--- config.mk ---
export PLATFORM = sky130hd
export DESIGN_NAME = arp_port
export DESIGN_NICKNAME = d
export VERILOG_FILES = /design/src/hdl/arp_pkg.sv /design/src/hdl/arp_fifo_if.sv /design/src/hdl/arp_fifo.sv /design/src/hdl/arp_port.sv
export SDC_FILE = /design/constraint.sdc
export NUM_CORES = 1
export LEC_CHECK = 0
export ABC_AREA = 1
export BUFFER_PORTS_ARGS = -buffer_cell sky130_fd_sc_hd__buf_2
export CORE_AREA = 10 10 199 182
export CTS_CLUSTER_SIZE = 28
export DETAILED_ROUTE_END_ITERATION = 8
export DIE_AREA = 0 0 209 192
export GPL_ROUTABILITY_DRIVEN = 0
export SYNTH_ARGS = -nofsm -noshare
export SYNTH_HDL_FRONTEND = slang
export SYNTH_SLANG_ARGS = --single-unit
--- constraint.sdc ---
create_clock -name clk_i -period 5.8 [get_ports clk_i]
set_input_delay 0.29 -clock clk_i [delete_from_list [all_inputs] [get_ports clk_i]]
set_output_delay 0.29 -clock clk_i [all_outputs]
set_load 0.005 [all_outputs]
--- src/hdl/arp_pkg.sv ---
// constants, codes and register map of the result read-out port
package arp_pkg;
  // ****************************************
  // data widths
  // ****************************************
  localparam int unsigned RES_W = 14;
  localparam int unsigned CH_W = 3;
  localparam int unsigned PIN_W = 16;
  localparam int unsigned FIFO_W = RES_W + CH_W;
  localparam int unsigned FIFO_DEPTH = 8;
  localparam int unsigned CNT_W = 16;
  localparam int unsigned ADDR_W = 8;

  // ****************************************
  // register map (byte addresses) and fields
  // ****************************************
  localparam logic [ADDR_W-1:0] REG_CTRL = 8'h00;
  localparam logic [ADDR_W-1:0] REG_STATUS = 8'h04;
  localparam logic [ADDR_W-1:0] REG_RESULT = 8'h08;
  localparam int unsigned RESULT_CH_LSB = 16;
  localparam logic [CNT_W-1:0] CONV_CYCLES_RST = 16'h0100;
  localparam logic [CH_W-1:0] FIRST_CH = 3'h0;

  // ****************************************
  // positions in the synchronised pin vector
  // ****************************************
  localparam int unsigned AI_RD = 0;
  localparam int unsigned AI_CS = 1;
  localparam int unsigned AI_D14 = 2;
  localparam int unsigned AI_D15 = 3;
  localparam int unsigned AI_PD = 4;
  localparam int unsigned AI_RANGE = 5;
  localparam int unsigned AI_OS = 6;
  localparam int unsigned AI_REF = 9;
  localparam int unsigned AI_RST = 10;
  localparam int unsigned AI_CVA = 11;
  localparam int unsigned AI_CVB = 12;
  localparam int unsigned AI_SEL = 13;
  localparam int unsigned AI_W = 15;

  // ****************************************
  // data pin positions
  // ****************************************
  localparam int unsigned PIN_SER_A = 7;
  localparam int unsigned PIN_SER_B = 8;
  localparam int unsigned PIN_HBEN = 14;
  localparam int unsigned PIN_BYTE = 15;

  typedef enum logic [1:0] {
    IF_WORD = 2'b00,
    IF_SERIAL = 2'b01,
    IF_BYTE = 2'b10
  } arp_if_mode_t;

  typedef enum logic [1:0] {
    PWR_ACTIVE = 2'b00,
    PWR_STANDBY = 2'b01,
    PWR_SHUTDOWN = 2'b10
  } arp_pwr_t;
endpackage

--- src/hdl/arp_fifo_if.sv ---
// result fifo carrier between the port logic and its buffer
interface arp_fifo_if #(
  parameter int unsigned W = 17,
  parameter int unsigned D = 8
);
  logic push_valid;
  logic push_ready;
  logic [W-1:0] push_data;
  logic pop_valid;
  logic pop_ready;
  logic [W-1:0] pop_data;
  logic flush;
  logic [$clog2(D+1)-1:0] level;
  modport store (
    input push_valid, push_data, pop_ready, flush,
    output push_ready, pop_valid, pop_data, level
  );
  modport user (
    output push_valid, push_data, pop_ready, flush,
    input push_ready, pop_valid, pop_data, level
  );
endinterface

--- src/hdl/arp_fifo.sv ---
// result fifo with parameterised width and depth
module arp_fifo #(
  parameter int unsigned W = 17,
  parameter int unsigned D = 8
) (
  // clock and reset
  input wire logic clk_i,
  input wire logic rst_n_i,
  // fifo ports
  arp_fifo_if.store f
);
  localparam int unsigned PW = $clog2(D);
  localparam int unsigned CW = $clog2(D+1);
  localparam logic [PW-1:0] PTR_LAST = PW'(D - 1);
  localparam logic [CW-1:0] CNT_FULL = CW'(D);
  localparam logic [CW-1:0] CNT_ONE = CW'(1);

  typedef struct packed {
    logic [PW-1:0] wptr;
    logic [PW-1:0] rptr;
    logic [CW-1:0] count;
  } arp_fifo_st_t;

  arp_fifo_st_t st;
  arp_fifo_st_t next_st;
  logic [W-1:0] mem [D];
  logic do_push;
  logic do_pop;

  assign f.push_ready = (st.count != CNT_FULL);
  assign f.pop_valid = (st.count != '0);
  assign f.pop_data = mem[st.rptr];
  assign f.level = st.count;
  assign do_push = f.push_valid && f.push_ready && !f.flush;
  assign do_pop = f.pop_ready && f.pop_valid && !f.flush;

  always_comb begin
    next_st = st;
    if (f.flush) begin
      next_st = '0;
    end else begin
      if (do_push) begin
        next_st.wptr = (st.wptr == PTR_LAST) ? '0 : st.wptr + 1'b1;
      end
      if (do_pop) begin
        next_st.rptr = (st.rptr == PTR_LAST) ? '0 : st.rptr + 1'b1;
      end
      if (do_push && !do_pop) begin
        next_st.count = st.count + CNT_ONE;
      end else if (do_pop && !do_push) begin
        next_st.count = st.count - CNT_ONE;
      end
    end
  end

  always_ff @(posedge clk_i or negedge rst_n_i) begin
    if (!rst_n_i) begin
      st <= '0;
    end else begin
      st <= next_st;
    end
  end

  // memory has no reset: only words below the count are ever read
  always_ff @(posedge clk_i) begin
    if (do_push) begin
      mem[st.wptr] <= f.push_data;
    end
  end
endmodule

--- src/hdl/arp_port.sv ---
// result read-out port: pin logic, busy timer, power pins and apb registers
// Notes on behaviour
// - word mode: bits 3..13 on pins 5..15
// - byte mode: pins 5..7 carry 11..13 or 3..5
// - pin 14: bit 12, or byte select input
// - pin 15: bit 13, or byte mode enable input
// - serial mode: pins 7, 8 are serial outputs
// - marker high while channel 0 is read
// - range picks span, or standby versus shutdown
// - powerdown low enters standby or shutdown
// - reset pin high clears read-out, conversion logic and fifo
// - reference select drives internal reference out
// - word mode: pins 0,1 low, 2..4 bits 0..2
// - busy high while conversion runs
//
// The APB register port and the register addresses are this design's own decisions.
module arp_port
  import arp_pkg::*;
#(
  parameter int unsigned DEPTH = FIFO_DEPTH
) (
  // clock and reset
  input wire logic clk_i,
  input wire logic rst_n_i,
  // apb slave
  input wire logic psel_i,
  input wire logic penable_i,
  input wire logic pwrite_i,
  input wire logic [ADDR_W-1:0] paddr_i,
  input wire logic [31:0] pwdata_i,
  output logic [31:0] prdata_o,
  output logic pready_o,
  output logic pslverr_o,
  // host control pins
  input wire logic rd_sclk_n_i,
  input wire logic cs_n_i,
  input wire logic [1:0] interface_select_i,
  input wire logic conv_start_first_half_i,
  input wire logic conv_start_second_half_i,
  input wire logic powerdown_n_i,
  input wire logic range_i,
  input wire logic oversample_ctrl_0_i,
  input wire logic oversample_ctrl_1_i,
  input wire logic oversample_ctrl_2_i,
  input wire logic reference_select_i,
  input wire logic reset_i,
  // data pins, split into in, out and enable
  input wire logic [PIN_W-1:0] data_pin_i,
  output logic [PIN_W-1:0] data_pin_o,
  output logic [PIN_W-1:0] data_pin_oe_o,
  // status and analog control
  output logic first_channel_marker_o,
  output logic busy_o,
  output logic [1:0] power_state_o,
  output logic range_10v_o,
  output logic [2:0] oversample_o,
  output logic ref_internal_en_o,
  output logic reference_pin_oe_o
);
  // ****************************************
  // state
  // ****************************************
  typedef struct packed {
    logic [AI_W-1:0] s1;
    logic [AI_W-1:0] s2;
    logic [AI_W-1:0] prev;
    logic [CNT_W-1:0] conv_cycles;
    logic [CNT_W-1:0] busy_cnt;
    logic busy;
    arp_if_mode_t mode;
    logic [RES_W-1:0] hold;
    logic [CH_W-1:0] hold_ch;
    logic [RES_W-1:0] sh_a;
    logic [RES_W-1:0] sh_b;
    logic load_b;
    logic [PIN_W-1:0] pin_out;
    logic [PIN_W-1:0] pin_oe;
    logic marker;
    arp_pwr_t pwr;
    logic range_10v;
    logic [2:0] os;
    logic ref_en;
    logic pready;
    logic [31:0] prdata;
    logic pslverr;
  } arp_state_t;

  localparam logic [AI_W-1:0] PIN_IDLE = (AI_W'(1) << AI_RD) | (AI_W'(1) << AI_CS) |
    (AI_W'(1) << AI_PD);
  // strobes and powerdown start at their idle levels so no false edge follows reset
  localparam arp_state_t ST_RST = '{s1: PIN_IDLE, s2: PIN_IDLE, prev: PIN_IDLE,
    conv_cycles: CONV_CYCLES_RST, mode: IF_WORD, marker: 1'b1, pwr: PWR_ACTIVE, default: '0};
  localparam logic [CNT_W-1:0] CNT_ONE = 16'h0001;

  arp_state_t st;
  arp_state_t next_st;
  logic [1:0] rst_sync;
  logic rst_n;
  logic [AI_W-1:0] pins_async;
  logic pop_ready;
  logic push_valid;
  logic [FIFO_W-1:0] push_data;

  arp_fifo_if #(.W(FIFO_W), .D(DEPTH)) fq ();

  arp_fifo #(.W(FIFO_W), .D(DEPTH)) u_fifo (
    .clk_i(clk_i),
    .rst_n_i(rst_n),
    .f(fq.store)
  );

  // maps one result onto the parallel pins for word or byte access
  function automatic logic [PIN_W-1:0] pin_map(input logic [RES_W-1:0] r,
                                               input arp_if_mode_t m, input logic hi);
    logic [PIN_W-1:0] v;
    v = '0;
    if (m == IF_BYTE) begin
      v[7:0] = hi ? r[13:6] : {r[5:0], 2'b00};
    end else begin
      v = {r, 2'b00};
    end
    return v;
  endfunction

  assign pins_async = {interface_select_i, conv_start_second_half_i, conv_start_first_half_i,
    reset_i, reference_select_i, oversample_ctrl_2_i, oversample_ctrl_1_i,
    oversample_ctrl_0_i, range_i, powerdown_n_i, data_pin_i[PIN_BYTE],
    data_pin_i[PIN_HBEN], cs_n_i, rd_sclk_n_i};
  assign rst_n = rst_sync[1];
  assign fq.pop_ready = pop_ready;
  assign fq.push_valid = push_valid;
  assign fq.push_data = push_data;
  assign fq.flush = st.s2[AI_RST];

  // ****************************************
  // reset release
  // ****************************************
  always_ff @(posedge clk_i or negedge rst_n_i) begin
    if (!rst_n_i) begin
      rst_sync <= 2'b00;
    end else begin
      rst_sync <= {rst_sync[0], 1'b1};
    end
  end

  // ****************************************
  // next state
  // ****************************************
  always_comb begin
    logic rd_fall;
    logic cs_fall;
    logic sclk_rise;
    logic drive;
    logic start;
    logic acc;
    logic ok;
    logic [RES_W-1:0] head;
    arp_if_mode_t sel;
    rd_fall = 1'b0;
    cs_fall = 1'b0;
    sclk_rise = 1'b0;
    drive = 1'b0;
    start = 1'b0;
    acc = 1'b0;
    ok = 1'b0;
    head = '0;
    sel = IF_WORD;
    next_st = st;
    pop_ready = 1'b0;
    next_st.s1 = pins_async;
    next_st.s2 = st.s1;
    next_st.prev = st.s2;
    head = fq.pop_data[RES_W-1:0];
    rd_fall = st.prev[AI_RD] && !st.s2[AI_RD] && !st.s2[AI_CS];
    cs_fall = st.prev[AI_CS] && !st.s2[AI_CS];
    sclk_rise = !st.prev[AI_RD] && st.s2[AI_RD] && !st.s2[AI_CS];
    unique case (st.s2[AI_SEL +: 2])
      2'b01: sel = IF_SERIAL;
      2'b10: sel = IF_BYTE;
      default: sel = IF_WORD;
    endcase
    next_st.mode = sel;
    // read-out data path
    unique case (sel)
      IF_SERIAL: begin
        drive = !st.s2[AI_CS];
        if (cs_fall && fq.pop_valid) begin
          pop_ready = 1'b1;
          next_st.sh_a = head;
          next_st.hold_ch = fq.pop_data[FIFO_W-1 -: CH_W];
          next_st.load_b = 1'b1;
        end else if (st.load_b) begin
          // second word follows one cycle later; an empty fifo shifts out zeros
          pop_ready = fq.pop_valid;
          next_st.sh_b = fq.pop_valid ? head : '0;
          next_st.load_b = 1'b0;
        end else if (sclk_rise) begin
          next_st.sh_a = {st.sh_a[RES_W-2:0], 1'b0};
          next_st.sh_b = {st.sh_b[RES_W-2:0], 1'b0};
        end
        next_st.pin_out = '0;
        next_st.pin_out[PIN_SER_A] = next_st.sh_a[RES_W-1];
        next_st.pin_out[PIN_SER_B] = next_st.sh_b[RES_W-1];
        next_st.pin_oe = '0;
        next_st.pin_oe[PIN_SER_A] = drive;
        next_st.pin_oe[PIN_SER_B] = drive;
      end
      IF_BYTE: begin
        // byte mode needs the host to hold pin 15 high as well
        drive = !st.s2[AI_CS] && !st.s2[AI_RD] && st.s2[AI_D15];
        if (rd_fall && st.s2[AI_D14] && fq.pop_valid) begin
          pop_ready = 1'b1;
          next_st.hold = head;
          next_st.hold_ch = fq.pop_data[FIFO_W-1 -: CH_W];
        end
        next_st.pin_out = pin_map(next_st.hold, IF_BYTE, st.s2[AI_D14]);
        next_st.pin_oe = {8'h00, {8{drive}}};
      end
      default: begin
        drive = !st.s2[AI_CS] && !st.s2[AI_RD];
        if (rd_fall && fq.pop_valid) begin
          pop_ready = 1'b1;
          next_st.hold = head;
          next_st.hold_ch = fq.pop_data[FIFO_W-1 -: CH_W];
        end
        next_st.pin_out = pin_map(next_st.hold, IF_WORD, 1'b0);
        next_st.pin_oe = {PIN_W{drive}};
      end
    endcase
    next_st.marker = (next_st.hold_ch == FIRST_CH);
    // conversion timer
    start = (st.s2[AI_CVA] && !st.prev[AI_CVA]) || (st.s2[AI_CVB] && !st.prev[AI_CVB]);
    if (start && !st.busy && st.pwr == PWR_ACTIVE) begin
      next_st.busy = 1'b1;
      next_st.busy_cnt = (st.conv_cycles == '0) ? CNT_ONE : st.conv_cycles;
    end else if (st.busy) begin
      next_st.busy_cnt = st.busy_cnt - CNT_ONE;
      next_st.busy = (st.busy_cnt != CNT_ONE);
    end
    // power, range, oversampling and reference pins
    if (st.s2[AI_PD]) begin
      next_st.pwr = PWR_ACTIVE;
      next_st.range_10v = st.s2[AI_RANGE];
    end else begin
      next_st.pwr = st.s2[AI_RANGE] ? PWR_SHUTDOWN : PWR_STANDBY;
    end
    next_st.os = st.s2[AI_OS +: 3];
    next_st.ref_en = st.s2[AI_REF];
    // apb slave: answer one cycle into the access phase, later for a result write while the fifo is full
    acc = psel_i && penable_i && !st.pready;
    next_st.pready = 1'b0;
    if (acc) begin
      unique case (paddr_i)
        REG_CTRL: begin
          ok = 1'b1;
          next_st.prdata = {16'h0000, st.conv_cycles};
          next_st.pslverr = 1'b0;
        end
        REG_STATUS: begin
          ok = 1'b1;
          next_st.prdata = {12'h000, 4'(fq.level), 4'h0, st.os, st.ref_en, 1'b0, st.range_10v,
                            st.pwr, st.mode, st.marker, st.busy};
          next_st.pslverr = 1'b0;
        end
        REG_RESULT: begin
          ok = !pwrite_i || fq.push_ready;
          next_st.prdata = '0;
          next_st.pslverr = 1'b0;
        end
        default: begin
          ok = 1'b1;
          next_st.prdata = '0;
          next_st.pslverr = 1'b1;
        end
      endcase
      next_st.pready = ok;
    end
    if (psel_i && penable_i && st.pready && pwrite_i && paddr_i == REG_CTRL) begin
      next_st.conv_cycles = pwdata_i[CNT_W-1:0];
    end
    // reset pin clears the read-out and conversion logic
    if (st.s2[AI_RST]) begin
      next_st.busy = 1'b0;
      next_st.busy_cnt = '0;
      next_st.hold = '0;
      next_st.hold_ch = '0;
      next_st.sh_a = '0;
      next_st.sh_b = '0;
      next_st.load_b = 1'b0;
      next_st.pin_out = '0;
      next_st.pin_oe = '0;
      next_st.marker = 1'b1;
      pop_ready = 1'b0;
    end
  end

  assign push_valid = psel_i && penable_i && st.pready && pwrite_i && paddr_i == REG_RESULT;
  assign push_data = {pwdata_i[RESULT_CH_LSB +: CH_W], pwdata_i[RES_W-1:0]};

  always_ff @(posedge clk_i or negedge rst_n) begin
    if (!rst_n) begin
      st <= ST_RST;
    end else begin
      st <= next_st;
    end
  end

  // ****************************************
  // outputs
  // ****************************************
  assign prdata_o = st.prdata;
  assign pready_o = st.pready;
  assign pslverr_o = st.pslverr;
  assign data_pin_o = st.pin_out;
  assign data_pin_oe_o = st.pin_oe;
  assign first_channel_marker_o = st.marker;
  assign busy_o = st.busy;
  assign power_state_o = st.pwr;
  assign range_10v_o = st.range_10v;
  assign oversample_o = st.os;
  assign ref_internal_en_o = st.ref_en;
  assign reference_pin_oe_o = st.ref_en;
endmodule

# Yosys cells after proc, flatten, opt, wreduce, memory -nomap -nowiden
# Memories as Yosys holds them, arrays and structs flattened.
# Index checks and enable logic that the tools add are counted.
dict set report totals {
  out_inout_bits 76
  mem_count 1
  inputBits 74
  wordCells 142
  regBits 210
  ramBits 136
}
# name depth width rd rd_clocked_by_memory_dff wr line_no
set memory_table {}
lappend memory_table {u_fifo.mem 8 17 1 0 1 arp_fifo.sv:26} ;# logic [W-1:0] mem [D];
dict set report classes {
  mux 41
  n_addsub 5
  eq_ne 13
  reduce_logical 54
}
# operator count
set ops {}
lappend ops {{$mux W17} 5}
lappend ops {{$mux W79} 1}
lappend ops {{$mux W14} 5}
lappend ops {{$pmux W32 S2} 1}
lappend ops {{$pmux W21 S3} 1}
lappend ops {{$mux W34} 1}
lappend ops {{$mux W29} 1}
lappend ops {{$mux W28} 1}
lappend ops {{$pmux W14 S2} 1}
lappend ops {{$logic_and A1 B1 Y1} 27}
lappend ops {{$logic_not A16 Y1} 1}
lappend ops {{$mux W16} 1}
lappend ops {{$ne A16 B1 Y1 const B} 1}
lappend ops {{$sub A16 B1 Y16 const B} 1}
lappend ops {{$mux W3} 5}
lappend ops {{$reduce_bool A3 Y1} 4}
lappend ops {{$logic_not A1 Y1} 11}
lappend ops {{$mux W10} 1}
lappend ops {{$mux W1} 9}
lappend ops {{$eq A8 B3 Y1 const B} 1}
lappend ops {{$eq A8 B4 Y1 const B} 1}
lappend ops {{$logic_not A8 Y1} 1}
lappend ops {{$mux W4} 2}
lappend ops {{$mux W8} 1}
lappend ops {{19 further kinds} 29}

# Logic depth before layout (Yosys ltp)
# Gate-level depths: netlist of run 1.
dict set report logic_depth {
  depth_word 14
  ltp_mapped 16
  mapped_depth_nobuf 16
}

# By module
# Synthesis of run 1 repeated with hierarchy kept, for this count alone.
dict set report hier_totals {
  hier_cells 1478
  hier_area_um2 14221.1
}
# module seq_area_each_um2 cells_each area_per_inst_um2 instances
set by_module_without_submodules {}
lappend by_module_without_submodules {arp_port 4191.5 983 8221.6 1}
lappend by_module_without_submodules {arp_fifo 4334.2 495 5999.5 1}

# Worst setup path after synthesis of run 1
# Ideal clock, no wire load.
dict set report synth_path {
  kind {register to register}
  start {register u_fifo.st, in the netlist u_fifo.f.level[3]}
  end {memory u_fifo.mem[2][0] (enable)}
  t_required_ns 5.387
  setup_ns 0.413
  stages_incl_launch_ff 7
  path_buffers 0
  synth_period_minus_slack_ns 2.754
  arrival_time_ns 2.342
  path_slack_ns 3.046
  path_cell_list {dfrtp_1 nand3_1 inv_1 nor3_1 nand3_1 or2_1 nor3_1}
}
dict set report synth_between {
  elab_chain_len 5
}
# item line_no
set synth_lines {}
lappend synth_lines {{start: declaration} arp_fifo.sv:24} ;# arp_fifo_st_t st;
lappend synth_lines {{start signal: assignment} arp_fifo.sv:60} ;# st <= next_st;
lappend synth_lines {{$ne A4 B4 Y1} arp_fifo.sv:30} ;# assign f.push_ready = (st.count != CNT_FULL);
lappend synth_lines {{$logic_and A1 B1 Y1 (2 in series)} arp_fifo.sv:34} ;# assign do_push = f.push_valid && f.push_ready && !f.flush;
lappend synth_lines {{$mux W1} arp_fifo.sv:66} ;# if (do_push) begin
lappend synth_lines {{$mux W1 (not written as such)} arp_fifo.sv:67} ;# mem[st.wptr] <= f.push_data;
lappend synth_lines {{end: declaration} arp_fifo.sv:26}
# No other way between the ends.

# Worst setup path after layout of run 1
dict set report layout_path {
  start {register st, in the netlist busy_o}
  end {register st[124] (netlist bit)}
}
dict set report layout_between {
  elab_chain_len 5
  elab_cells_between_ends 6
  cone_classes {mux (2); reduce/logical (4)}
}
# item line_no
set layout_lines {}
lappend layout_lines {{start: declaration} arp_port.sv:95} ;# arp_state_t st;
lappend layout_lines {{start signal: assignment} arp_port.sv:304} ;# st <= next_st;
lappend layout_lines {{$logic_not A1 Y1} arp_port.sv:233} ;# if (start && !st.busy && st.pwr == PWR_ACTIVE) begin
lappend layout_lines {{$logic_and A1 B1 Y1 (2 in series)} arp_port.sv:233}
lappend layout_lines {{$mux W17} arp_port.sv:233}
lappend layout_lines {{$mux W17} arp_port.sv:282} ;# if (st.s2[AI_RST]) begin
# Several ways; a longest one is shown, not always the timed one.
# A chain may end at the register's enable or synchronous reset.

==> results of run 1 <==
==> worst min-delay path, delay by kind of cell <==
family | cells | cell delay (ns)
AOI/OAI and AO/OA | 1 | 0.10
buffers and inverters | 1 | 0.08
and+or+nand+nor | 1 | 0.04
==> cells by family (layout without fill, tap and decap cells) <==
kind of cell	count (synthesis)	after routing	synth area share (%)
simple gates	567	567	17.2
fa+ha+maj	11	11	1.02
compound gates	309	309	12.6
xor+xnor	3	3	0.184
buf+inv	240	309	9.13
other cells	2	14	0.0527
mux	1	1	0.0702
flops	313	313	59.8
==> flip-flops by register name, summed over array words and instances, names as in the netlist, 2 cells and up <==
name and count:
data_pin_o 16, data_pin_oe_o 4, next_st 29, oversample_o 2
power_state_o 2, prdata_o 20, rst_sync 2, st 86
u_fifo.f.level 4, u_fifo.mem 136, u_fifo.st 6
==> report_power, final <==
| group | total (uW) | internal [uW] | switching (uW) |
|---|---|---|---|
| clock | 2280 | 1400 | 884 |
| sequential | 2440 | 2380 | 58.6 |
| combinational | 556 | 166 | 390 |
| total | 5280 | 3940 | 1330 |
==> Yosys cell counts (all sizes together), types with 14 or more instances <==
master / n / area (sq um)
o22ai: 16 / 100
nor2: 174 / 702
inv: 105 / 397
nand3: 102 / 538
clkbuf: 14 / 52.6
nor3: 16 / 85.1
a21oi: 69 / 364
o211ai: 41 / 318
buf: 121 / 852
nand2: 259 / 1020
o21ai: 164 / 855
edfxtp: 136 / 4080
dfrtp: 167 / 4180
==> how the worst max path moves through the flow <==
stage	startpoint	endpoint	slack, ns	cells after the start
finish	busy_o	st[124]	3.01	4
global placement	busy_o	st[124]	3.10	4
CTS	busy_o	st[124]	3.07	4
global route	busy_o	st[124]	2.86	4
floorplan	rst_sync[1]	busy_o	0.52	0
detailed placement	busy_o	st[124]	3.08	4
==> metal layers <==
metal	global-route usage, %	vias up
met5	0	-
met4	4.81	4
met3	4.16	62
met2	27.2	298
met1	25.0	4953
li1	-	4939
==> per-stage QoR <==
step / utilization (%) / hold slack (ns)
CTS: 50.3 / 0.0163
floorplan: - / -0.00559
finish: 50.3 / 0.0284
global placement: 46.0 / 0.0775
detailed placement: 46.0 / 0.0810
global route: 50.3 / 0.0231
==> area by class of cell <==
type                    instances  area [sq um]  share of cell area [%]
repair buffers                143           841                    5.26
diodes                          1          2.50                  0.0157
clock buffers                  50           971                    6.07
multi-input cells             904          4510                    28.2
inverters                     105           397                    2.48
flip-flops and latches        313          8530                    53.4
clock inverters                11           210                    1.31
well taps                     416           520                    3.26
==> reports/summary.txt, run 1 <==
most common cell after layout, fill and taps aside -> nand2_1
hold depth -> 3
slowest stage cell on the critical path -> nand3_1
status -> finished clean
Met1 Wirelength -> 16.2 mm
Fill cells -> 2958
CP required -> 6.17 ns
CP Data Arrival Time -> 3.16 ns
Slew Viols, Final -> 0
Setup WS post-layout -> 3.01 ns
CTS Buf Count -> 34
final net count -> 1586
post-synthesis async set-or-reset flop share -> 56.5%
Max stage delay on crit path -> 0.91 ns
die extent in y -> 192 um
# rows -> 62
Hold WC Path Type -> input pin to flop
RSZ-0062 raised after global routing -> no
# IOs -> 150
DIE WIDTH -> 209 um
VDD IR max -> 0.322 mV
Synth Area per Inst -> 9.86 sq um
pre-CTS WS -> 3.08 ns
critical path, cell by cell -> inv_2 -> nand4_1 -> nand3_1 -> o221ai_1
reg-to-reg endpoint -> st[124]
postcts setup bufs -> 0
Hold Buf Count CTS -> 17
initial antenna violation count -> 4
share of cells above drive strength 1 -> 16.2%
relative slew slack -> 32.4%
clk slew on worst S/H paths -> 0.06 ns
H-tree depth -> 2
routed length per placed instance -> 18.6 um
Post-DP HPWL -> 23.6 mm
final worst path period need -> 2.79 ns
vias post-DR -> 10300
Total Power -> 5280 uW
setup_tns -> 0 ns
Routed met3 length -> 2.68 mm
Initial Util -> 44.8%
WL met2 -> 16.3 mm
DP Area -> 14600 sq um
Post-synth EDFFs -> 136
R2R Path Start -> busy_o
first-pass iteration count of the detailed router -> 5
FMAX -> 0.358 GHz
Worst-Margin Slew -> 1.01 ns
ys flop type -> dfrtp_1
dpl cells -> 1864
final non-filler cell total -> 1943
TritonCTS clock tree -> built
Buf+Inv Stages, Crit Path -> 1
Reg2Reg Depth -> 4
number of global-route vias before repair -> 10000
pin count of the biggest net entering global routing -> 72
area grow syn2layout -> 12.1%
Yosys cell types -> 52
Critical Setup Path Class -> flop to flop
first-pass GRT wire length -> 57.1 mm
Synth Cell Area -> 14300 sq um
Pwr Density -> 330 nW/um^2
Worst setup EP type -> flop
CP Launch Type -> flop
most frequent cells in the layout -> 249 x nand2_1, 166 x nor2_1, 165 x dfrtp_1
reg-to-reg setup timing slack -> 3.01 ns
drt total wl -> 36.0 mm
yosys warns -> 0
leakage power -> 0.00696 uW
cts repair resizes -> 0
Antenna Nets Post-Route -> 0
Clock Sink Count -> 313
IO Port Bufs -> 110
Hold Startpoint -> pwdata_i[14]
Vias/cell -> 5.28
CP max FO -> 24
die footprint -> 40100 sq um
CTS Buffer Depth -> 3
aggregate global-route resource usage -> 17.8%
Worst Skew -> 0.0192 ns
#FFs+latches synth -> 313
Highest Signal Layer -> met5
period utilization -> 48.1%
critical path's top delay family -> simple AND/OR/NAND/NOR gates
core area -> 31800 sq um
CTS Root Buffer Type -> clkbuf_16
Final setup viols -> 0
First DRT Iteration DRCs -> 814
cell area after layout -> 16000 sq um
Congestion Overflow GR -> 0
Hold Vio Cnt, Final -> 0
hold endpoint -> st[153]
register area share after synthesis -> 59.8%
clk_lat worst skew -> 0.52 ns
drc violations -> 0
max-cap violations -> 0
Post-Synthesis Cells -> 1446
(Power assumes the default switching activity.)
==> run 2, diff against run 1 <==
--- a/config.mk
+++ b/config.mk
@@ -5,13 +5,14 @@
 export SDC_FILE = /design/constraint.sdc
 export NUM_CORES = 1
 export LEC_CHECK = 0
-export ABC_AREA = 1
+export ABC_AREA = 0
 export BUFFER_PORTS_ARGS = -buffer_cell sky130_fd_sc_hd__buf_2
-export CORE_AREA = 10 10 199 182
+export CORE_AREA = 10 10 192 176
 export CTS_CLUSTER_SIZE = 28
 export DETAILED_ROUTE_END_ITERATION = 8
-export DIE_AREA = 0 0 209 192
+export DIE_AREA = 0 0 202 186
 export GPL_ROUTABILITY_DRIVEN = 0
+export PLACE_DENSITY = 0.66
 export SYNTH_ARGS = -nofsm -noshare
 export SYNTH_HDL_FRONTEND = slang
 export SYNTH_SLANG_ARGS = --single-unit
==> constraint.sdc (replaced) <==
create_clock -name clk_i -period 2.45 [get_ports clk_i]
set_input_delay 0.1225 -clock clk_i [delete_from_list [all_inputs] [get_ports clk_i]]
set_output_delay 0.1225 -clock clk_i [all_outputs]
set_load 0.005 [all_outputs]
==> run 2 against run 1 <==
Net effect: worst hold slack better by 0.052 ns; sequential power grew 130%; highest routed layer is now met4; clock skew barely moved; global-route usage fell by 2.2 points; cell area down 0.88%; largest cell class unchanged; sequential share of layout area rose by 0.48 points.
==> reports/summary.txt, run 2 <==
First DRT Iteration DRCs -> 603 (was 814)
drt total wl -> 29.6 mm (was 36.0 mm)
most frequent cells in the layout -> 164 x dfrtp_1, 136 x edfxtp_1, 110 x buf_2 (was 249 x nand2_1, 166 x nor2_1, 165 x dfrtp_1)
routed length per placed instance -> 19.1 um (was 18.6 um)
Worst setup EP type -> flop (unchanged)
Buf+Inv Stages, Crit Path -> 1 (unchanged)
Clock Sink Count -> 313 (unchanged)
Yosys top cell area share -> 31.5% (was 29.3%)
area leader, netlist -> dfrtp_1 (unchanged)
simple-gate share of the synthesized area -> 8.97% (was 17.2%)
register cell area after layout -> 8530 sq um (about the same)
Synth Cell Area -> 13300 sq um (was 14300 sq um)
share of cells above drive strength 1 -> 29.5% (was 16.2%)
VDD IR max -> 0.658 mV (was 0.322 mV)
die footprint -> 37600 sq um (was 40100 sq um)
Slew Viols, Final -> 0 (unchanged)
ys flop type -> dfrtp_1 (unchanged)
leading post-synthesis cells by cell area -> dfrtp_1 32%, edfxtp_1 31%, mux4_2 5.8% (was dfrtp_1 29%, edfxtp_1 29%, nand2_1 6.6%)
Max stage delay on crit path -> 0.39 ns (was 0.91 ns)
aggregate global-route resource usage -> 15.6% (was 17.8%)
core area -> 29700 sq um (was 31800 sq um)
final worst path period need -> 2.36 ns (was 2.79 ns)
reg-to-reg setup timing slack -> 0.09 ns (was 3.01 ns)
Worst-Margin Slew -> 0.753 ns (was 1.01 ns)
drc violations -> 0 (unchanged)
H-tree depth -> 1 (was 2)
CP required -> 2.88 ns (was 6.17 ns)
Vias/cell -> 5.33 (was 5.28)
fin util -> 53.4% (was 50.3%)
yosys warns -> 0 (unchanged)
Worst Skew -> 0.0194 ns (was 0.0192 ns)
Pwr Density -> 687 nW/um^2 (was 330 nW/um^2)
hold depth -> 4 (was 3)
Post-synth EDFFs -> 136 (unchanged)
Hold Vio Cnt, Final -> 0 (unchanged)
critical path, cell by cell -> inv_2 -> ha_4 -> nand2b_4 -> o21bai_4 -> a211o_1 -> nand2_2 -> ha_1 -> a21o_1 -> a21oi_2 -> and3_1 -> o21a_1 -> nor3_2 (was inv_2 -> nand4_1 -> nand3_1 -> o221ai_1)
vias post-DR -> 8282 (was 10300)
Final setup viols -> 0 (unchanged)
Post-DP HPWL -> 19.9 mm (was 23.6 mm)
period utilization -> 96.5% (was 48.1%)
DIE WIDTH -> 202 um (was 209 um)
clk_lat worst skew -> 0.56 ns (was 0.52 ns)
clk slew on worst S/H paths -> 0.06 ns (about the same)
IO Port Bufs -> 110 (unchanged)
post-synthesis mux area share -> 9.50% (was 0.0702%)
Hold WC Path Type -> input pin to flop (unchanged)
TritonCTS clock tree -> built (unchanged)
slowest stage cell on the critical path -> dfrtp_1 (was nand3_1)
CP Data Arrival Time -> 2.79 ns (was 3.16 ns)
R2R Path Start -> next_st[168] (was busy_o)
area grow syn2layout -> 19.5% (was 12.1%)
Reg2Reg Depth -> 12 (was 4)
Crit. path cell count -> 12 (was 4)
reg-to-reg endpoint -> u_fifo.f.level[3] (was st[124])
CTS Root Buffer Type -> clkbuf_16 (unchanged)
die extent in y -> 186 um (was 192 um)
CTS Buf Count -> 29 (was 34)
Congestion Overflow GR -> 0 (unchanged)
Hold Startpoint -> paddr_i[2] (was pwdata_i[14])
post-synthesis adder-cell area fraction -> 1.09% (was 1.02%)
register area share after synthesis -> 64.3% (was 59.8%)
first-pass GRT wire length -> 47.4 mm (was 57.1 mm)
#FFs+latches synth -> 313 (unchanged)
Antenna Nets Post-Route -> 0 (unchanged)
final net count -> 1211 (was 1586)
# rows -> 60 (was 62)
Total Power -> 10900 uW (was 5280 uW)
Critical Setup Path Class -> flop to flop (unchanged)
post-synthesis async set-or-reset flop share -> 56.5% (unchanged)
Synth Area in XOR/XNOR -> 0.595% (was 0.184%)
FMAX -> 0.423 GHz (was 0.358 GHz)
leakage power -> 0.00651 uW (was 0.00696 uW)
Crit. Startpoint -> next_st[168] (was busy_o)
status -> finished clean (unchanged)
main combinational cell family by area after synthesis -> multiplexers (was simple AND/OR/NAND/NOR gates)
most frequent cells after synthesis -> 167 x dfrtp_1, 136 x edfxtp_1, 87 x nor2_1 (was 249 x nand2_1, 167 x dfrtp_1, 166 x nor2_1)
Post-Synthesis Cells -> 968 (was 1446)
footprint of the multi-input gates -> 4050 sq um (was 4510 sq um)
Compound-Gate Fraction of Synth Area -> 9.35% (was 12.6%)
critical path's top delay family -> compound AO/OA/AOI/OAI gates (was simple AND/OR/NAND/NOR gates)
Yosys cell types -> 67 (was 52)
# IOs -> 150 (unchanged)
Synth Area per Inst -> 13.7 sq um (was 9.86 sq um)
number of global-route vias before repair -> 8437 (was 10000)
number of flip-flops in the largest register -> 136 (unchanged)
Initial Util -> 44.7% (was 44.8%)
CTS Buffer Depth -> 3 (unchanged)
pin count of the biggest net entering global routing -> 47 (was 72)
hold endpoint -> prdata_o[16] (was st[153])
first-pass iteration count of the detailed router -> 5 (unchanged)
relative slew slack -> 49.5% (was 32.4%)
CP max FO -> 3 (was 24)
Fill cells -> 2424 (was 2958)
initial antenna violation count -> 1 (was 4)
most common cell after layout, fill and taps aside -> dfrtp_1 (was nand2_1)
count leader, synth -> dfrtp_1 (was nand2_1)
max-cap violations -> 0 (unchanged)
CP Launch Type -> flop (unchanged)
Biggest register -> u_fifo.mem (unchanged)
RSZ-0062 raised after global routing -> yes (was no)
run 2: cell types whose count changed after synthesis, moves of 41 or more:
cell | previous run | this run
a21oi_1 | 66 | 25
inv_1 | 94 | 13
nand2_1 | 249 | 78
nand3_1 | 98 | 14
nor2_1 | 166 | 87
o21ai_0 | 117 | 36
run 2: report_power, final:
group	internal [uW]	switching, uW	total [uW]	leakage (uW)
Combinational	296	400	696	0.00246
Sequential	5570	88.7	5660	0.00356
Clock	2570	1970	4530	0.000487
Total	8430	2460	10900	0.00651
run 2: repair_timing:
item	4_1_cts	5_1_grt
endpoints found under the hold margin	172	0
hold buffers	39	0
gates resized for setup	4	7
setup endpoints to repair	1	13
pin swaps	5	6
setup buffers	0	1
run 2: cells by family (layout without fill, tap and decap cells):
kind of cell,count (synthesis),count (layout)
flip-flops,313,313
AO/OA/AOI/OAI,174,174
XOR/XNOR,9,9
adder cells (fa/ha/maj),11,11
other,2,14
AND/OR/NAND/NOR,248,248
multiplexers,81,81
buffers and inverters,130,300
run 2: layer usage:
| layer | wire [um] | vias up | GRT usage, % |
|---|---|---|---|
| met3 | 1550 | 41 | 2.94 |
| met1 | 13400 | 4226 | 21.4 |
| met4 | 661 | 0 | 3.84 |
| met5 | 0 | - | 0 |
| met2 | 14000 | 207 | 25.1 |
| li1 | - | 3808 | - |
run 2: cell type report:
class	instances	share of cell area (%)
Clock inverter	15	0.932
Timing Repair Buffer	231	10.9
Sequential cell	313	53.8
Clock buffer	39	5.15
Tap cell	403	3.18
Antenna cell	1	0.0158
Inverter	15	0.355
Multi-Input combinational cell	536	25.6
run 2: how the worst max path moves through the flow:
stage / slack [ns] / to
floorplan: -0.03 / u_fifo.mem[1][0]
global route: -0.06 / u_fifo.f.level[3]
finish: 0.09 / u_fifo.f.level[3]
detailed placement: -0.03 / u_fifo.f.level[3]
CTS: 0.004 / u_fifo.f.level[3]
global placement: 0.008 / u_fifo.f.level[3]
run 2: metrics by stage:
stage / TNS [ns] / cell area, sq um / cells / setup slack (ns) / hold slack [ns]
after floorplan: -1.50 / 13300 / 979 / -0.0339 / -0.173
after global placement: 0 / 14400 / 1458 / 0.00786 / -0.0903
after CTS: 0 / 15800 / 1551 / 0.00394 / 0.0609
after detailed placement: -0.0309 / 14400 / 1458 / -0.0309 / -0.0894
final: 0 / 15800 / 1553 / 0.0853 / 0.0801
after global routing: -0.0617 / 15800 / 1553 / -0.0617 / 0.0990
run 2: worst register-to-register path: stages (launching register included):
cell      delay (ns)
dfrtp_1         0.39
inv_2           0.07
ha_4            0.20
nand2b_4        0.13
o21bai_4        0.17
a211o_1         0.30
nand2_2         0.08
ha_1            0.22
a21o_1          0.17
a21oi_2         0.15
and3_1          0.19
o21a_1          0.13
nor3_2          0.04
==> run 3, diff against run 2 <==
--- a/config.mk
+++ b/config.mk
@@ -7,12 +7,15 @@
 export LEC_CHECK = 0
 export ABC_AREA = 0
 export BUFFER_PORTS_ARGS = -buffer_cell sky130_fd_sc_hd__buf_2
-export CORE_AREA = 10 10 192 176
+export CAP_MARGIN = 25
+export CELL_PAD_IN_SITES_DETAIL_PLACEMENT = 2
+export CELL_PAD_IN_SITES_GLOBAL_PLACEMENT = 2
+export CORE_AREA = 10 10 211 193
 export CTS_CLUSTER_SIZE = 28
 export DETAILED_ROUTE_END_ITERATION = 8
-export DIE_AREA = 0 0 202 186
+export DIE_AREA = 0 0 221 203
 export GPL_ROUTABILITY_DRIVEN = 0
-export PLACE_DENSITY = 0.66
+export PLACE_DENSITY_LB_ADDON = 0.1
 export SYNTH_ARGS = -nofsm -noshare
 export SYNTH_HDL_FRONTEND = slang
 export SYNTH_SLANG_ARGS = --single-unit
==> run 3 against run 2 <==
Net effect: highest routed layer unchanged; clock skew up 0.0021 ns; largest cell class unchanged; flip-flop and latch count unchanged; clock power rose by 18%; largest power group unchanged; combinational power up 4.6%; sequential power about the same.
==> reports/summary.txt, run 3 (synthesis results as in run 2) <==
TritonCTS clock tree -> built (unchanged)
aggregate global-route resource usage -> 16.4% (was 15.6%)
CP Launch Type -> flop (unchanged)
Slew Viols, Final -> 0 (unchanged)
CP max FO -> 4 (was 3)
die footprint -> 44900 sq um (was 37600 sq um)
Biggest register -> u_fifo.mem (unchanged)
# rows -> 66 (was 60)
Worst Skew -> 0.0214 ns (was 0.0194 ns)
CP Data Arrival Time -> 2.81 ns (was 2.79 ns)
period utilization -> 98.6% (was 96.5%)
DIE WIDTH -> 221 um (was 202 um)
Hold Vio Cnt, Final -> 0 (unchanged)
Final setup viols -> 0 (unchanged)
drt total wl -> 37.2 mm (was 29.6 mm)
Initial Util -> 36.8% (was 44.7%)
slowest stage cell on the critical path -> dfrtp_1 (unchanged)
area grow syn2layout -> 22.1% (was 19.5%)
First DRT Iteration DRCs -> 360 (was 603)
Critical Setup Path Class -> flop to flop (unchanged)
final net count -> 1220 (was 1211)
Fill cells -> 3581 (was 2424)
final worst path period need -> 2.42 ns (was 2.36 ns)
max-cap violations -> 0 (unchanged)
RSZ-0062 raised after global routing -> yes (unchanged)
CTS Buffer Depth -> 3 (unchanged)
clk_lat worst skew -> 0.53 ns (was 0.56 ns)
Worst-Margin Slew -> 0.504 ns (was 0.753 ns)
most frequent CP cell -> ha_4
most frequent cells in the layout -> 164 x dfrtp_1, 136 x edfxtp_1, 110 x buf_2 (unchanged)
Crit. Startpoint -> next_st[168] (unchanged)
H-tree depth -> 2 (was 1)
R2R Path Start -> next_st[168] (unchanged)
cell area after layout -> 16200 sq um (was 15800 sq um)
Worst setup EP type -> flop (unchanged)
IO Port Bufs -> 110 (unchanged)
Vias/cell -> 5.16 (was 5.33)
clk slew on worst S/H paths -> 0.06 ns (about the same)
relative slew slack -> 66.1% (was 49.5%)
core area -> 36000 sq um (was 29700 sq um)
drc violations -> 0 (unchanged)
pin count of the biggest net entering global routing -> 63 (was 47)
vias post-DR -> 8448 (was 8282)
FMAX -> 0.414 GHz (was 0.423 GHz)
Hold WC Path Type -> input pin to flop (unchanged)
status -> finished clean (unchanged)
Post-DP HPWL -> 25.0 mm (was 19.9 mm)
initial antenna violation count -> 1 (unchanged)
first-pass iteration count of the detailed router -> 4 (was 5)
critical path, cell by cell -> inv_2 -> ha_4 -> nand2b_4 -> o21bai_4 -> a211o_1 -> nand2_2 -> ha_4 -> a21o_1 -> a21oi_2 -> and3_4 -> o21a_1 -> nor3_2 (was inv_2 -> ha_4 -> nand2b_4 -> o21bai_4 -> a211o_1 -> nand2_2 -> ha_1 -> a21o_1 -> a21oi_2 -> and3_1 -> o21a_1 -> nor3_2)
die extent in y -> 203 um (was 186 um)
most common cell after layout, fill and taps aside -> dfrtp_1 (unchanged)
Pwr Density -> 725 nW/um^2 (was 687 nW/um^2)
number of global-route vias before repair -> 9505 (was 8437)
leakage power -> 0.00659 uW (was 0.00651 uW)
DP Area -> 14500 sq um (was 14400 sq um)
first-pass GRT wire length -> 58.2 mm (was 47.4 mm)
Max stage delay on crit path -> 0.39 ns (about the same)
routed length per placed instance -> 22.7 um (was 19.1 um)
CTS Buf Count -> 35 (was 29)
Buf+Inv Stages, Crit Path -> 1 (unchanged)
Setup WS post-layout -> 0.0345 ns (was 0.0853 ns)
VDD IR max -> 0.610 mV (was 0.658 mV)
Congestion Overflow GR -> 0 (unchanged)
number of flip-flops in the largest register -> 136 (unchanged)
critical path's top delay family -> compound AO/OA/AOI/OAI gates (unchanged)
CTS Root Buffer Type -> clkbuf_16 (unchanged)
Antenna Nets Post-Route -> 0 (unchanged)
# IOs -> 150 (unchanged)
Clock Sink Count -> 313 (unchanged)
CP required -> 2.85 ns (was 2.88 ns)
share of cells above drive strength 1 -> 29.8% (was 29.5%)
pre-CTS WS -> -0.0761 ns (was -0.0309 ns)
Hold Startpoint -> paddr_i[2] (unchanged)
## run 3: area by class of cell
type | instances | area, sq um | share of cell area, %
sequential | 313 | 8530 | 52.7
timing repair buffer | 234 | 1750 | 10.8
multi-input combinational | 536 | 4090 | 25.3
clock inverter | 19 | 231 | 1.43
clock buffer | 44 | 920 | 5.68
antenna | 1 | 2.50 | 0.0155
inverter | 15 | 56.3 | 0.348
tap | 476 | 596 | 3.68
## run 3: repair_timing
item | 4_1_cts | 5_1_grt
resized for setup | 5 | 11
setup buffers | 2 | 0
pin swaps | 8 | 8
gates cloned | 0 | 0
endpoints found under the setup margin | 1 | 16
hold buffers | 38 | 0
hold endpoints to repair | 168 | 0
## run 3: stage by stage
step           std cells   TNS, ns  util, %  power [uW]  hold WS (ns)
3_3_place_gp        1534         0     40.4        6420       -0.0913
3_5_place_dp        1534   -0.0761     40.4        6440       -0.0872
2_1_floorplan        979     -1.50        -        6180        -0.173
6_report            1638         0     44.9       11700         0.199
4_1_cts             1637  -0.00169     44.8       11900         0.176
5_1_grt             1638   -0.0978     44.9       12200         0.210
## run 3: per-layer routing
metal / vias up / GRT usage (%) / routed length (um)
li1: 3829 / - / -
met1: 4418 / 21.4 / 16500
met2: 155 / 28.1 / 18500
met3: 46 / 2.79 / 1640
met4: 0 / 3.37 / 503
met5: - / 0 / 0
## run 3: final timing paths
check                                         end  slack (ns)  depth (start not counted)
worst max-delay path            u_fifo.f.level[3]        0.03                         12
worst min-delay path                 prdata_o[13]        0.20                          5
worst max register to register  u_fifo.f.level[3]        0.03                         12
worst min register to register            st[145]        0.21                          0
max in group asynchronous                fq.flush        1.40                          1
min in group asynchronous                 st[145]        0.21                          0
## run 3: tightest hold or removal path, stage by stage
cell and delay [ns]:
buf_2 0.16, nor3_2 0.06, buf_4 0.19, nand2_1 0.08, o21ai_0 0.06
## run 3: power breakdown
group | internal, uW | switching [uW]
logic | 296 | 432
registers | 5570 | 84.7
clock network | 3200 | 2140
total | 9070 | 2660
